`config.mk`:
```
export PLATFORM = sky130hd
export DESIGN_NAME = mrcfg_top
export DESIGN_NICKNAME = d
export VERILOG_FILES = /design/src/hdl/mrcfg_pkg.sv /design/src/hdl/mrcfg_cwl_dec.sv /design/src/hdl/mrcfg_top.sv
export VERILOG_INCLUDE_DIRS = /design/src /design/src/hdl
export SDC_FILE = /design/constraint.sdc
export NUM_CORES = 1
export LEC_CHECK = 0
export ABC_AREA = 1
export CORE_MARGIN = 10
export CORE_UTILIZATION = 50
export CTS_CLUSTER_DIAMETER = 150
export DETAILED_ROUTE_END_ITERATION = 10
export DONT_BUFFER_PORTS = 1
export GPL_TIMING_DRIVEN = 0
export PLACE_DENSITY = 0.7
export SYNTH_ARGS = -nofsm -noshare
export SYNTH_HDL_FRONTEND = slang
export SYNTH_HIERARCHICAL = 1
export SYNTH_SLANG_ARGS = --single-unit
```
`constraint.sdc`:
```
create_clock -name i_ref_clk -period 4.3 [get_ports i_ref_clk]
set_input_delay 0.43 -clock i_ref_clk [delete_from_list [all_inputs] [get_ports i_ref_clk]]
set_output_delay 0.43 -clock i_ref_clk [all_outputs]
set_load 0.02 [all_outputs]
```
`src/hdl/mrcfg_defines.svh`:
```
// Constants for the mode register 2/3 capture and decode block.
`ifndef MRCFG_DEFINES_SVH
`define MRCFG_DEFINES_SVH
`define MRCFG_SEL_LSB 18
`define MRCFG_SEL_MR2 3'h2
`define MRCFG_SEL_MR3 3'h3
`define MRCFG_MR_W 22
`define MRCFG_MR2_RST 22'h000000
`define MRCFG_MR3_RST 22'h000000
`define MRCFG_CRC_UI 4'hA
`define MRCFG_STD_UI 4'h8
`define MRCFG_WCL_BASE 3'h4
`endif

```
`src/hdl/mrcfg_pkg.sv`:
```
// Types shared by the mode register decode block.
package mrcfg_pkg;
  typedef struct packed {
    logic [2:0] odt_wr;
    logic [1:0] sr_temp;
    logic [2:0] cwl_code;
  } mrcfg_mr2_t;
  typedef struct packed {
    logic [1:0] mpr_fmt;
    logic [1:0] wcl_code;
    logic [2:0] fgr;
    logic temp_sense;
    logic per_dev;
    logic gear_down;
    logic mpr_en;
    logic [1:0] mpr_page;
  } mrcfg_mr3_t;
  typedef struct packed {
    logic [4:0] write_data_latency;
    logic [6:0] total_write_latency;
    logic [2:0] crc_mask_write_cmd_latency;
    logic [3:0] burst_ui;
    logic [2:0] termination;
    logic lat_valid;
  } mrcfg_wr_t;
endpackage

```
`src/hdl/mrcfg_cwl_dec.sv`:
```
// Write data latency code decode.
`timescale 1ns/100ps
module mrcfg_cwl_dec
(
  // Code in.
  input wire logic [2:0] i_code,
  input wire logic i_pre2,
  // Decoded cycles.
  output logic [4:0] o_cycles,
  output logic o_valid
);
  // Whole cycles only; two-clock preamble blocks the low codes.
  always_comb
  begin
    o_valid = 1'b1;
    unique case (i_code)
      3'h0: o_cycles = 5'h09;
      3'h1: o_cycles = 5'h0A;
      3'h2: o_cycles = 5'h0B;
      3'h3: o_cycles = 5'h0C;
      3'h4: o_cycles = 5'h0E;
      3'h5: o_cycles = 5'h10;
      3'h6: o_cycles = 5'h12;
      3'h7: o_cycles = 5'h14;
    endcase
    if (i_pre2 && !i_code[2])
    begin
      o_valid = 1'b0;
    end
  end
endmodule

```
`src/hdl/mrcfg_top.sv`:
```
// Mode register 2/3 capture, shadow and decode.
// Notes on behaviour
// - One-clock preamble codes 101,110,111 give 16,18,20 cycles.
// - Two-clock preamble: codes 000-011 invalid; 100-111 give 14..20.
// - Write data latency comes from register 2 bits 5:3.
// - All latencies are whole clock cycles.
// - Total write latency is additive plus parity plus write data latency.
// - Write termination applies during writes when enabled.
// - Write leveling forces nominal termination only.
// - CRC enabled stretches bursts from eight to ten unit intervals.
// - Bits 20:18 select target register; 011 picks register 3.
// - Register 3 bits 12:11 choose readout format.
// - Register 3 bits 10:9 give 4,5,6,7 clock extra latency.
// - Register 3 bits 8:6 choose refresh granularity.
// - Register 3 bit 5 enables temperature status update.
// - Register 3 bit 4 enables per-device addressability.
// - Register 3 bit 3 selects gear-down ratio.
// - Register 3 bit 2 routes reads from readout register.
// - Register 3 bits 1:0 select readout page.
// - Register 2 bits 7:6 select self-refresh temperature range.
// - Write termination codes 000..100 valid, rest reserved.
// - With readout enabled, reads are redirected.
`timescale 1ns/100ps
`include "mrcfg_defines.svh"
module mrcfg_top
#(
  parameter int MR_W = `MRCFG_MR_W
)
(
  // Clock and reset.
  input wire logic i_ref_clk,
  input wire logic i_rstn,
  // Command and address bus.
  input wire logic i_cmd_valid,
  input wire logic i_ras_n,
  input wire logic i_cas_n,
  input wire logic i_we_n,
  input wire logic [MR_W-1:0] i_addr,
  // Operating context.
  input wire logic i_pre2,
  input wire logic i_write_active,
  input wire logic i_wr_level,
  input wire logic i_read_cmd,
  input wire logic i_crc_dm_en,
  input wire logic [4:0] i_additive_latency,
  input wire logic [4:0] i_parity_latency,
  // Decoded settings.
  output mrcfg_pkg::mrcfg_wr_t o_wr,
  output logic o_wr_odt_dyn,
  output logic [1:0] o_self_refresh_temp_range,
  output logic o_crc_en,
  output mrcfg_pkg::mrcfg_mr3_t o_mr3,
  output logic o_fgr_reserved,
  output logic o_odt_reserved,
  output logic o_read_redirect
);
  // ********************************************************
  // Shadow registers
  // ********************************************************
  logic [MR_W-1:0] mr2_q, mr2_d, mr3_q, mr3_d;
  logic mrs_hit;
  logic [2:0] sel;

  // Only a strobe-low set hits; the select picks one shadow.
  always_comb
  begin
    mrs_hit = i_cmd_valid && !i_ras_n && !i_cas_n && !i_we_n;
    sel = i_addr[`MRCFG_SEL_LSB+2:`MRCFG_SEL_LSB];
    mr2_d = mr2_q;
    mr3_d = mr3_q;
    if (mrs_hit && sel == `MRCFG_SEL_MR2)
    begin
      mr2_d = i_addr;
    end
    if (mrs_hit && sel == `MRCFG_SEL_MR3)
    begin
      mr3_d = i_addr;
    end
  end

  always_ff @(posedge i_ref_clk)
  begin
    if (!i_rstn)
    begin
      mr2_q <= `MRCFG_MR2_RST;
      mr3_q <= `MRCFG_MR3_RST;
    end
    else
    begin
      mr2_q <= mr2_d;
      mr3_q <= mr3_d;
    end
  end

  // ********************************************************
  // Decode
  // ********************************************************
  logic [4:0] cwl_cyc;
  logic cwl_ok;

  mrcfg_cwl_dec u_cwl
  (
    .i_code(mr2_q[5:3]),
    .i_pre2(i_pre2),
    .o_cycles(cwl_cyc),
    .o_valid(cwl_ok)
  );

  mrcfg_pkg::mrcfg_wr_t wr_d;
  mrcfg_pkg::mrcfg_mr3_t mr3f_d;
  logic dyn_d, fgr_rsv_d, odt_rsv_d, redir_d;

  // Outputs are registered so downstream timing sees flop outputs only.
  always_comb
  begin
    wr_d.write_data_latency = cwl_cyc;
    wr_d.lat_valid = cwl_ok;
    wr_d.total_write_latency = 7'(i_additive_latency) + 7'(i_parity_latency) + 7'(cwl_cyc);
    wr_d.crc_mask_write_cmd_latency = i_crc_dm_en ?
      (`MRCFG_WCL_BASE + {1'b0, mr3_q[10:9]}) : 3'h0;
    wr_d.burst_ui = mr2_q[12] ? `MRCFG_CRC_UI : `MRCFG_STD_UI;
    odt_rsv_d = mr2_q[11] && (mr2_q[10:9] != 2'h0);
    dyn_d = i_write_active && !i_wr_level && mr2_q[11:9] != 3'h0 && !odt_rsv_d;
    wr_d.termination = dyn_d ? mr2_q[11:9] : 3'h0;
    mr3f_d.mpr_fmt = mr3_q[12:11];
    mr3f_d.wcl_code = mr3_q[10:9];
    mr3f_d.fgr = mr3_q[8:6];
    fgr_rsv_d = (mr3_q[8:6] == 3'h3) || (mr3_q[8:6] == 3'h4) || (mr3_q[8:6] == 3'h7);
    mr3f_d.temp_sense = mr3_q[5];
    mr3f_d.per_dev = mr3_q[4];
    mr3f_d.gear_down = mr3_q[3];
    mr3f_d.mpr_en = mr3_q[2];
    mr3f_d.mpr_page = mr3_q[1:0];
    redir_d = mr3_q[2] && i_read_cmd;
  end

  // Registering the decode adds one cycle after the shadow update.
  always_ff @(posedge i_ref_clk)
  begin
    if (!i_rstn)
    begin
      o_wr <= '0;
      o_wr_odt_dyn <= 1'b0;
      o_self_refresh_temp_range <= 2'h0;
      o_crc_en <= 1'b0;
      o_mr3 <= '0;
      o_fgr_reserved <= 1'b0;
      o_odt_reserved <= 1'b0;
      o_read_redirect <= 1'b0;
    end
    else
    begin
      o_wr <= wr_d;
      o_wr_odt_dyn <= dyn_d;
      o_self_refresh_temp_range <= mr2_q[7:6];
      o_crc_en <= mr2_q[12];
      o_mr3 <= mr3f_d;
      o_fgr_reserved <= fgr_rsv_d;
      o_odt_reserved <= odt_rsv_d;
      o_read_redirect <= redir_d;
    end
  end

  // ********************************************************
  // Checks
  // ********************************************************
  mrs_mr3_load_a: assert property (@(posedge i_ref_clk) disable iff (!i_rstn)
    mrs_hit && sel == `MRCFG_SEL_MR3 |=> mr3_q == $past(i_addr))
    else $error("register 3 not loaded");
  mr2_untouched_a: assert property (@(posedge i_ref_clk) disable iff (!i_rstn)
    !(mrs_hit && sel == `MRCFG_SEL_MR2) |=> mr2_q == $past(mr2_q))
    else $error("register 2 changed without set");
  strobe_high_a: assert property (@(posedge i_ref_clk) disable iff (!i_rstn)
    i_cmd_valid && i_ras_n |=> $stable(mr3_q) && $stable(mr2_q))
    else $error("set taken with strobe high");
  pre2_invalid_a: assert property (@(posedge i_ref_clk) disable iff (!i_rstn)
    i_pre2 && !mr2_q[5] |=> !o_wr.lat_valid)
    else $error("low code valid with long preamble");
  cwl_16_a: assert property (@(posedge i_ref_clk) disable iff (!i_rstn)
    mr2_q[5:3] == 3'h5 |=> o_wr.write_data_latency == 5'h10)
    else $error("code 101 not 16");
  wl_sum_a: assert property (@(posedge i_ref_clk) disable iff (!i_rstn)
    1'b1 |=> o_wr.total_write_latency == 7'($past(i_additive_latency))
      + 7'($past(i_parity_latency)) + 7'(o_wr.write_data_latency))
    else $error("total latency wrong");
  level_nom_a: assert property (@(posedge i_ref_clk) disable iff (!i_rstn)
    i_wr_level |=> !o_wr_odt_dyn)
    else $error("dynamic termination in leveling");
  crc_burst_a: assert property (@(posedge i_ref_clk) disable iff (!i_rstn)
    mr2_q[12] |=> o_wr.burst_ui == `MRCFG_CRC_UI)
    else $error("crc burst not ten");
  redirect_a: assert property (@(posedge i_ref_clk) disable iff (!i_rstn)
    mr3_q[2] && i_read_cmd |=> o_read_redirect)
    else $error("read not redirected");
  gear_a: assert property (@(posedge i_ref_clk) disable iff (!i_rstn)
    1'b1 |=> o_mr3.gear_down == $past(mr3_q[3]))
    else $error("gear-down not followed");

  cwl_20_a: assert property (@(posedge i_ref_clk) disable iff (!i_rstn)
    mr2_q[5:3] == 3'h7 |=> o_wr.write_data_latency == 5'h14)
    else $error("code 111 not 20");

  pre2_14_a: assert property (@(posedge i_ref_clk) disable iff (!i_rstn)
    i_pre2 && mr2_q[5:3] == 3'h4 |=> o_wr.lat_valid && o_wr.write_data_latency == 5'h0E)
    else $error("long preamble code 100 not 14");

  dyn_write_a: assert property (@(posedge i_ref_clk) disable iff (!i_rstn)
    i_write_active && !i_wr_level && mr2_q[11:9] == 3'h1 |=> o_wr_odt_dyn
      && o_wr.termination == 3'h1)
    else $error("write termination not applied");

  fmt_follow_a: assert property (@(posedge i_ref_clk) disable iff (!i_rstn)
    1'b1 |=> o_mr3.mpr_fmt == $past(mr3_q[12:11]))
    else $error("readout format not followed");

  wcl_five_a: assert property (@(posedge i_ref_clk) disable iff (!i_rstn)
    i_crc_dm_en && mr3_q[10:9] == 2'h1 |=> o_wr.crc_mask_write_cmd_latency == 3'h5)
    else $error("extra write latency not five");

  fgr_rsv_a: assert property (@(posedge i_ref_clk) disable iff (!i_rstn)
    mr3_q[8:6] == 3'h3 || mr3_q[8:6] == 3'h4 || mr3_q[8:6] == 3'h7 |=> o_fgr_reserved)
    else $error("reserved refresh code not flagged");

  temp_follow_a: assert property (@(posedge i_ref_clk) disable iff (!i_rstn)
    1'b1 |=> o_mr3.temp_sense == $past(mr3_q[5]))
    else $error("temperature status enable not followed");

  per_dev_a: assert property (@(posedge i_ref_clk) disable iff (!i_rstn)
    1'b1 |=> o_mr3.per_dev == $past(mr3_q[4]))
    else $error("per-device mode not followed");

  mpr_route_a: assert property (@(posedge i_ref_clk) disable iff (!i_rstn)
    1'b1 |=> o_mr3.mpr_en == $past(mr3_q[2]))
    else $error("readout routing not followed");

  page_follow_a: assert property (@(posedge i_ref_clk) disable iff (!i_rstn)
    1'b1 |=> o_mr3.mpr_page == $past(mr3_q[1:0]))
    else $error("readout page not followed");

  sr_range_a: assert property (@(posedge i_ref_clk) disable iff (!i_rstn)
    1'b1 |=> o_self_refresh_temp_range == $past(mr2_q[7:6]))
    else $error("self-refresh range not followed");

  odt_rsv_a: assert property (@(posedge i_ref_clk) disable iff (!i_rstn)
    mr2_q[11] && mr2_q[10:9] != 2'h0 |=> o_odt_reserved && !o_wr_odt_dyn)
    else $error("reserved termination code applied");

  // Main scenarios that the bench is expected to reach.
  cov_mr3_c: cover property (@(posedge i_ref_clk) mrs_hit && sel == `MRCFG_SEL_MR3);
  cov_crc_c: cover property (@(posedge i_ref_clk) o_crc_en);
  cov_dyn_c: cover property (@(posedge i_ref_clk) o_wr_odt_dyn);
  cov_redir_c: cover property (@(posedge i_ref_clk) o_read_redirect);
endmodule

```
==> flow_summary.ini, run 1 <==
[drt]
dr_wl_met3_um = 485
viasPerCell = 4.49
drt_iter0_drc = 62
wl_met1_mm = 2.22
met2_length_mm = 2.36
vias = 1859
drt_first_pass_iters = 4
routedWlPerCell_um = 12.6
detail-route-antenna-nets = 0
drc = 0
top_layer = met4
routed_wl_mm = 5.21

[setup_path]
start_kind = flop
rrSetupSlack_ns = 1.74
crit_required_ns = 4.54
end_kind = flop
critical_path_class = reg2reg
critPathCapture = o_wr[16]
r2r_end = o_wr[16]
critical_path.max_fanout = 4
cp_common_cell = nand2_1
slowest_delay_ns = 0.49
timing.rr.start = mr2_q[3]
arrival_ns = 2.81
crit_chain = inv_1, ha_1, nand2_1, nand2_1, fa_1, ha_1, inv_1, fa_1, inv_1, nand3_1, nand2_1, nand2_1, nand2_1, nor2_1
ff2ff_path_depth = 14
cp-startpoint = mr2_q[3]
cpMaxStageDelayCell = fa_1

[power_and_ir_drop]
p_leak_uw = 0.00146
power-per-cell-area_mw_per_mm2 = 405
internal_power_uw = 838
comb_power_share = 0.070
p_sw_uw = 290
pwr-share-seq = 0.538
peakVddDrop_uv = 142
swShare = 0.257
clockPowerShare = 0.391

[finish]
num-fill-cells = 484
final_net_count = 397
final_cell_mix = 67 x inv_1, 67 x nand2_1, 62 x dfxtp_1
stdcell_area_mm2 = 0.00278
area_delta_synth_final_pct = 10.1
drive_gt1_frac = 0.110
antenna_cells = 0
fin_util = 0.578

[place]
post-dp-hpwl_mm = 4.09
portBuffers = 0
gp_congestion = 0.756
dpl_cell_area_mm2 = 0.00262

[die]
fp.dieArea_mm2 = 0.00830
core_area_mm2 = 0.00482
dieWidth_um = 91.1
io_pins = 86
die_h_um = 91.1
rows = 25
start_util = 0.525

[logic_synthesis]
synth_top_area_cell = dfxtp_1
yosys.cell_types.count = 22
syn_area_mm2 = 0.00253
yosys_warnings = 6
ys_seq_elements = 62
synth_area_leaders = dfxtp_1 49%, inv_1 10%, nand2_1 10%, nor2_1 8.8%, nand3_1 5.3%
syn_inst = 330
ys_seq_area_frac = 0.491
netlist.area_leader.share = 0.491
syn_avg_cell_area_um2 = 7.66

[timing]
period_share = 0.596
clock.fmax_ghz = 0.390
clock_skew_ns = 0.00877
fin_crit_ns = 2.56
grt_setup_unrepaired = false
tns_ns = 0
finalSetupViolations = 0
hold_viol_final = 0
maxSlewViolCount = 0

[clock_network]
cts_root_buffer = clkbuf_8
clockBufferDepth = 2
hold_buffers = 0
cts_tree = built
post_cts_resized = 0
clk_pin_slew_worst_paths_ns = 0.06
post-cts-setup-buffers = 0
numClockSinks = 62
htree_levels = 3
cts_buffers = 9
clk_latency_ns = 0.35

[min_path]
hold_class = in2reg
worstHoldStart = i_rstn

[run_status]
status = finished clean

[global_route]
antenna_found_initial = 0
first_global_vias = 1855
grt_pass1_wl_mm = 8.61
grt_max_degree = 11
track_usage = 0.130
grt-ovfl-total = 0

[flow_run]
max-cap-violations = 0
==> state kept, by name, summed over array words and instances, names as in the netlist <==
name	cells
o_fgr_reserved	1
o_mr3	13
mr3_q	13
mr2_q	9
o_odt_reserved	1
o_wr_odt_dyn	1
o_read_redirect	1
o_wr	21
o_self_refresh_temp_range	2
==> layout make-up <==
cell class,count,area (um^2),share of cell area
inverters,70,263,0.0944
clock buffers,12,145,0.0522
well taps,67,83.8,0.0301
clock inverters,4,22.5,0.00809
flip-flops and latches,62,1240,0.446
multi-input cells,186,942,0.339
plain buffers,13,85.1,0.0306
==> worst max-delay path, delay by kind of cell, from the launching register on <==
| kind | cells | cell delay (ns) |
|---|---|---|
| adders and majority gates | 4 | 1.39 |
| DFF | 1 | 0.38 |
| and+or+nand+nor | 7 | 0.45 |
| buffers and inverters | 3 | 0.24 |
==> synth_stat cells <==
library cell  instances
fa_1                  6
buf_2                 5
clkbuf_1              1
a211oi_1              1
inv_1                67
conb_1                1
buf_6                 1
ha_1                  6
nor2_1               59
nand3_2               1
dfxtp_1              62
nand3_1              27
nand2_1              67
a21boi_0              1
nor2_4                3
nor2_2                4
inv_2                 3
buf_4                 6
o21ai_0               2
nand2_2               1
a21oi_1               5
nand4_1               1
==> stage by stage <==
| stage | hold WS [ns] | instances | total power [uW] | worst slack (ns) |
|---|---|---|---|---|
| 2_1_floorplan | 0.407 | 331 | 683 | 1.98 |
| 3_3_place_gp | 0.417 | 398 | 697 | 1.81 |
| 3_5_place_dp | 0.421 | 398 | 700 | 1.77 |
| 4_1_cts | 0.103 | 414 | 1140 | 1.74 |
| 5_1_grt | 0.0999 | 414 | 1180 | 1.55 |
| 6_report | 0.108 | 414 | 1130 | 1.74 |
==> power by group through the flow <==
| stage | Sequential, uW | Combinational [uW] | Clock [uW] |
|---|---|---|---|
| after floorplan | 618 | 64.3 | 0 |
| after global placement | 621 | 76.1 | 0 |
| after detailed placement | 621 | 79.1 | 0 |
| after CTS | 608 | 79.7 | 449 |
| after global routing | 608 | 94.4 | 477 |
| final | 607 | 79.2 | 442 |
==> worst min path at each step <==
stage / to / cells after the start / slack, ns
2_1_floorplan: o_mr3[0] / 2 / 0.41
3_3_place_gp: o_mr3[11] / 2 / 0.42
3_5_place_dp: o_mr3[4] / 2 / 0.42
4_1_cts: o_wr[7] / 0 / 0.10
5_1_grt: o_wr[7] / 0 / 0.1
6_report: o_wr[7] / 0 / 0.11
==> layer usage <==
layer / up-vias / global-route usage
li1: 981 / -
met1: 802 / 0.144
met2: 62 / 0.200
met3: 14 / 0.0560
met4: 0 / 0.0836
met5: - / 0
==> cells by family (layout without fill, tap and decap cells) <==
logic type | after synthesis | after routing | synth area share
simple gates | 163 | 163 | 0.273
buf+inv | 83 | 99 | 0.138
flops | 62 | 62 | 0.491
fa+ha+maj | 12 | 12 | 0.0772
compound gates | 9 | 9 | 0.0198
other cells | 1 | 2 | 0.00148
No activity file was read; power rests on OpenSTA's default activity.
==> run 2, diff against run 1 <==
--- a/config.mk
+++ b/config.mk
@@ -6,7 +6,7 @@
 export SDC_FILE = /design/constraint.sdc
 export NUM_CORES = 1
 export LEC_CHECK = 0
-export ABC_AREA = 1
+export ABC_AREA = 0
 export CORE_MARGIN = 10
 export CORE_UTILIZATION = 50
 export CTS_CLUSTER_DIAMETER = 150
==> constraint.sdc (replaced) <==
create_clock -name i_ref_clk -period 2.6 [get_ports i_ref_clk]
set_input_delay 0.26 -clock i_ref_clk [delete_from_list [all_inputs] [get_ports i_ref_clk]]
set_output_delay 0.26 -clock i_ref_clk [all_outputs]
set_load 0.02 [all_outputs]
==> run 2 against run 1 <==
Compared with the run above: power is 73% higher; sequential share of layout area up 3.0 points; cell area is 6.0% lower; synthesized cell count shrank 32%; die area shrank 7.8%; first-iteration DRC count fell by 55%; global-route usage down 0.34 points; core utilization increased by 1.9 points; largest cell class unchanged; sequential power is 65% higher; critical path type unchanged; hold slack worse by 0.080 ns; flip-flop and latch count unchanged.
==> flow_summary.ini, run 2 <==
[run_status]
status = finished clean

[power_and_ir_drop]
clockPowerShare = 0.429
p_leak_uw = 0.00128
pwr-share-seq = 0.512
internal_power_uw = 1510
power-per-cell-area_mw_per_mm2 = 748
peakVddDrop_uv = 370
swShare = 0.227
p_sw_uw = 444
comb_power_share = 0.058

[clock_network]
clk_pin_slew_worst_paths_ns = 0.07
cts_buffers = 9
clk_latency_ns = 0.33
clockBufferDepth = 2
numClockSinks = 62
cts_root_buffer = clkbuf_8
cts_tree = built
htree_levels = 3

[finish]
num-fill-cells = 370
final_common_cell = dfxtp_1
antenna_cells = 0
drive_gt1_frac = 0.138
final_net_count = 296
multiInputGateArea_um2 = 897
regArea_mm2 = 0.00124
area_delta_synth_final_pct = 15.0
fin_util = 0.596
reg.largest.list = o_wr: 21 flops, mr3_q: 13 flops, o_mr3: 13 flops
largest_reg_flops = 21
final_cell_mix = 60 x dfxtp_1, 41 x nand2_1, 28 x inv_1
finalNonFillerCells = 298
regMostFlops = o_wr

[global_route]
antenna_found_initial = 0
grt_max_degree = 11
first_global_vias = 1545
grt_pass1_wl_mm = 7.33
grt-ovfl-total = 0
track_usage = 0.126

[setup_path]
path_delay_family = adder cells
ff2ff_path_depth = 11
r2r_end = o_wr[16]
critical_path.max_fanout = 2
cp_num_buf_inv = 2
slowest_delay_ns = 0.54
start_kind = flop
rrSetupSlack_ns = 0.13
cpMaxStageDelayCell = fa_1
arrival_ns = 2.73
crit_chain = inv_1, ha_4, nor2_1, a21oi_1, fa_1, ha_2, inv_1, fa_2, nand2b_4, a21oi_2, mux2i_1
cp_common_cell = inv_1
end_kind = flop
timing.rr.start = mr2_q[3]
crit_required_ns = 2.86
critical_path_class = reg2reg

[drt]
drt_iter0_drc = 28
routedWlPerCell_um = 15.7
detail-route-antenna-nets = 0
vias = 1442
drt_first_pass_iters = 4
routed_wl_mm = 4.69
viasPerCell = 4.84
drc = 0

[place]
portBuffers = 0
placed_cells = 277
post-dp-hpwl_mm = 3.38
gp_congestion = 0.804

[logic_synthesis]
yosysMostFrequentCell = dfxtp_1
synth_top_area_cell = dfxtp_1
synth-edff-count = 0
netlist.area_leader.share = 0.546
async_flop_share = 0
syn_area_mm2 = 0.00227
synth_ff_type = dfxtp_1
ys_seq_elements = 62
syn_inst = 224
syn_avg_cell_area_um2 = 10.2
ys_seq_area_frac = 0.546
synth_area_leaders = dfxtp_1 55%, mux2i_1 11%, nand2_1 6.8%, fa_1 5.3%, inv_1 4.6%
yosys.cell_types.count = 23
yosys_warnings = 6
ys_top_cells_by_count = 62 x dfxtp_1, 41 x nand2_1, 28 x inv_1

[timing]
finalSetupViolations = 0
grt_setup_unrepaired = false
worst_pin_slew_ns = 0.522
clock.fmax_ghz = 0.405
max_slew_margin = 0.652
maxSlewViolCount = 0
fin_crit_ns = 2.47
period_share = 0.951
clock_skew_ns = 0.00735
hold_viol_final = 0
tns_ns = 0

[die]
fp.dieArea_mm2 = 0.00765
die_h_um = 87.5
io_pins = 86
core_area_mm2 = 0.00438
rows = 24
start_util = 0.519
dieWidth_um = 87.5

[min_path]
worstHoldStart = i_wr_level
hold_end = o_wr_odt_dyn
hold_class = in2reg
min_path_cells = 1

[flow_run]
max-cap-violations = 0
==> run 2: cell types whose count changed after synthesis, moves of 3 or more <==
cell	delta
and2_1	+10
nand2_1	-26
buf_2	-5
nor2_1	-48
and3_1	+3
nor2_4	-3
nand3_1	-25
nand2b_1	+5
inv_2	-3
clkbuf_1	+5
inv_1	-39
nor2_2	-4
mux2i_1	+25
==> run 2: kinds of logic (layout without fill, tap and decap cells) <==
family                     Yosys count  after routing  share of synthesized area
adders and majority gates           12             12                     0.0858
other                                1              2                    0.00165
muxes                               25             25                      0.110
AOI/OAI and AO/OA                    7              7                     0.0165
buffers and inverters               39             60                     0.0743
DFF                                 62             62                      0.546
xor gates and xnor gates             1              1                    0.00385
and+or+nand+nor                     77             77                      0.162
==> run 2: per-stage QoR <==
step	cell area [um^2]	total power (uW)	worst slack, ns	hold WS (ns)
4_1_cts	2570	1970	0.00719	0.00951
3_5_place_dp	2340	1120	-0.0749	0.288
5_1_grt	2620	2040	0.00678	0.0184
2_1_floorplan	2280	1100	0.147	0.288
3_3_place_gp	2340	1120	-0.0434	0.288
6_report	2620	1960	0.128	0.0287
==> run 2: what timing repair did <==
action	in CTS	in global routing
gates resized for setup	2	5
setup buffers	1	3
hold buffers	1	0
gates cloned	0	0
hold endpoints to repair	1	0
endpoints found under the setup margin	1	1
pin swaps	0	4
==> run 2: cell type report <==
class                      instances  share of cell area
buffer                            11              0.0244
clock buffer                      12              0.0593
clock inverter                     4              0.0172
inverter                          28              0.0402
multi-input combinational        124               0.343
sequential                        62               0.476
tap                               52              0.0249
timing repair buffer               5              0.0153
==> run 2: power by group through the flow <==
stage	logic [uW]	registers, uW	clock network, uW
2_1_floorplan	78.8	1020	0
3_3_place_gp	96.8	1020	0
3_5_place_dp	98.9	1020	0
4_1_cts	102	1000	867
5_1_grt	132	1000	910
6_report	114	1000	840
==> run 2: how the worst max path moves through the flow <==
stage	from	to	slack, ns	depth (start not counted)
after floorplan	mr2_q[3]	o_wr[16]	0.15	11
after global placement	mr2_q[3]	o_wr[16]	-0.04	11
after detailed placement	mr2_q[3]	o_wr[16]	-0.07	11
after CTS	mr2_q[4]	o_wr[16]	0.007	11
after global routing	mr2_q[3]	o_wr[16]	0.007	11
final	mr2_q[3]	o_wr[16]	0.13	11
==> run 2: layer usage <==
layer / GRT usage / wire (um) / vias up
met5: 0 / 0 / -
li1: - / - / 724
met2: 0.187 / 2100 / 54
met4: 0.0826 / 118 / 0
met3: 0.0562 / 558 / 12
met1: 0.143 / 1920 / 652
==> run 3, diff against run 2 <==
--- a/config.mk
+++ b/config.mk
@@ -9,7 +9,6 @@
 export ABC_AREA = 0
 export CORE_MARGIN = 10
 export CORE_UTILIZATION = 50
-export CTS_CLUSTER_DIAMETER = 150
 export DETAILED_ROUTE_END_ITERATION = 10
 export DONT_BUFFER_PORTS = 1
 export GPL_TIMING_DRIVEN = 0
==> constraint.sdc (replaced) <==
create_clock -name i_ref_clk -period 2.5 [get_ports i_ref_clk]
set_input_delay 0.25 -clock i_ref_clk [delete_from_list [all_inputs] [get_ports i_ref_clk]]
set_output_delay 0.25 -clock i_ref_clk [all_outputs]
set_load 0.02 [all_outputs]
==> run 3 against run 2 <==
Compared with the run above: sequential share of layout area is 0.38 points lower; clock power increased by 3.8%; clock skew fell by 0.00067 ns; critical path depth unchanged; sequential power increased by 4%; first-iteration DRC count is the same; core utilization increased by 0.49 points; critical endpoint unchanged.
==> flow_summary.ini, run 3 (synthesis results as in run 2) <==
[die]
rows = 24
die_h_um = 87.5
fp.dieArea_mm2 = 0.00765
dieWidth_um = 87.5
io_pins = 86
core_area_mm2 = 0.00438
start_util = 0.519

[clock_network]
cts_root_buffer = clkbuf_8
clockBufferDepth = 2
htree_levels = 3
cts_tree = built
numClockSinks = 62
cts_buffers = 9
clk_pin_slew_worst_paths_ns = 0.06
clk_latency_ns = 0.33

[global_route]
grt_pass1_wl_mm = 7.38
track_usage = 0.127
grt_max_degree = 11
antenna_found_initial = 0
grt-ovfl-total = 0
first_global_vias = 1549

[drt]
drt_first_pass_iters = 4
viasPerCell = 4.82
drt_iter0_drc = 28
routed_wl_mm = 4.72
drc = 0
detail-route-antenna-nets = 0
vias = 1441
routedWlPerCell_um = 15.8

[setup_path]
start_kind = flop
arrival_ns = 2.69
path_depth = 11
slowest_delay_ns = 0.53
critical_path.max_fanout = 3
cp_num_buf_inv = 2
end_kind = flop
critical_path_class = reg2reg
cpMaxStageDelayCell = fa_1
crit_required_ns = 2.76
crit_chain = inv_2, ha_4, nor2_4, a21oi_2, fa_1, ha_2, inv_2, fa_2, nand2b_4, a21oi_2, mux2i_1
ff2ff_path_depth = 11
path_delay_family = adder cells

[power_and_ir_drop]
internal_power_uw = 1570
p_leak_uw = 0.00129
p_sw_uw = 462
power-per-cell-area_mw_per_mm2 = 772
total_power_uw = 2040
clockPowerShare = 0.429
pwr-share-seq = 0.512
comb_power_share = 0.060
peakVddDrop_uv = 385
swShare = 0.227

[timing]
clock.fmax_ghz = 0.412
fin_crit_ns = 2.43
max_slew_margin = 0.654
hold_slack_ns = 0.0449
worst_pin_slew_ns = 0.519
grt_setup_unrepaired = true
maxSlewViolCount = 0
layout_setup_ws_ns = 0.0699
hold_viol_final = 0
clock_skew_ns = 0.00669
period_share = 0.972
finalSetupViolations = 0

[flow_run]
max-cap-violations = 0

[place]
post-place-ws_ns = -0.175
gp_congestion = 0.804
portBuffers = 0
placed_cells = 277
post-dp-hpwl_mm = 3.38

[finish]
largest_reg_flops = 21
antenna_cells = 0
final_common_cell = dfxtp_1
drive_gt1_frac = 0.154
final_net_count = 297
area_delta_synth_final_pct = 15.9
finalNonFillerCells = 299
final_cell_mix = 60 x dfxtp_1, 41 x nand2_1, 26 x inv_1
fin_util = 0.601
reg.largest.list = o_wr: 21 flops, mr3_q: 13 flops, o_mr3: 13 flops
regMostFlops = o_wr

[min_path]
min_path_cells = 1
hold_class = in2reg

[run_status]
status = finished clean
[run 3: area by class of cell]
| type | count | area, um^2 |
|---|---|---|
| timing repair buffer | 6 | 50.0 |
| clock buffer | 12 | 155 |
| sequential | 62 | 1240 |
| inverter | 28 | 105 |
| fill | 367 | 1750 |
| tap | 52 | 65.1 |
| buffer | 11 | 63.8 |
| clock inverter | 4 | 45.0 |
| multi-input combinational | 124 | 908 |
[run 3: per-stage QoR]
stage                     instance area (um^2)  TNS (ns)
final                                     2640         0
after global routing                      2640   -0.0429
after CTS                                 2590         0
after detailed placement                  2340    -0.175
after global placement                    2340    -0.143
after floorplan                           2280         0
[run 3: timing repair]
action	in CTS	in global routing
pin swaps	0	6
endpoints found under the hold margin	2	0
buffers inserted	1	3
resized for setup	5	7
hold buffers	2	0
endpoints found under the setup margin	1	3
[run 3: worst paths after layout]
check              startpoint  endpoint  slack, ns
setup / recovery     mr2_q[4]  o_wr[16]       0.07
hold / removal    i_crc_dm_en  o_wr[10]       0.04
hold reg to reg      mr3_q[3]  o_mr3[3]       0.43
setup reg to reg     mr2_q[4]  o_wr[16]       0.07
[run 3: routing by layer]
layer / track usage / routed length, um / up-vias
met5: 0 / 0 / -
met4: 0.0826 / 118 / 0
met3: 0.0552 / 547 / 12
met2: 0.190 / 2140 / 54
met1: 0.144 / 1910 / 646
li1: - / - / 729
[run 3: power groups by stage]
stage	Combinational, uW	Sequential, uW	Clock, uW
2_1_floorplan	82.0	1060	0
3_3_place_gp	101	1060	0
3_5_place_dp	103	1060	0
4_1_cts	113	1040	902
5_1_grt	140	1040	946
6_report	121	1040	872
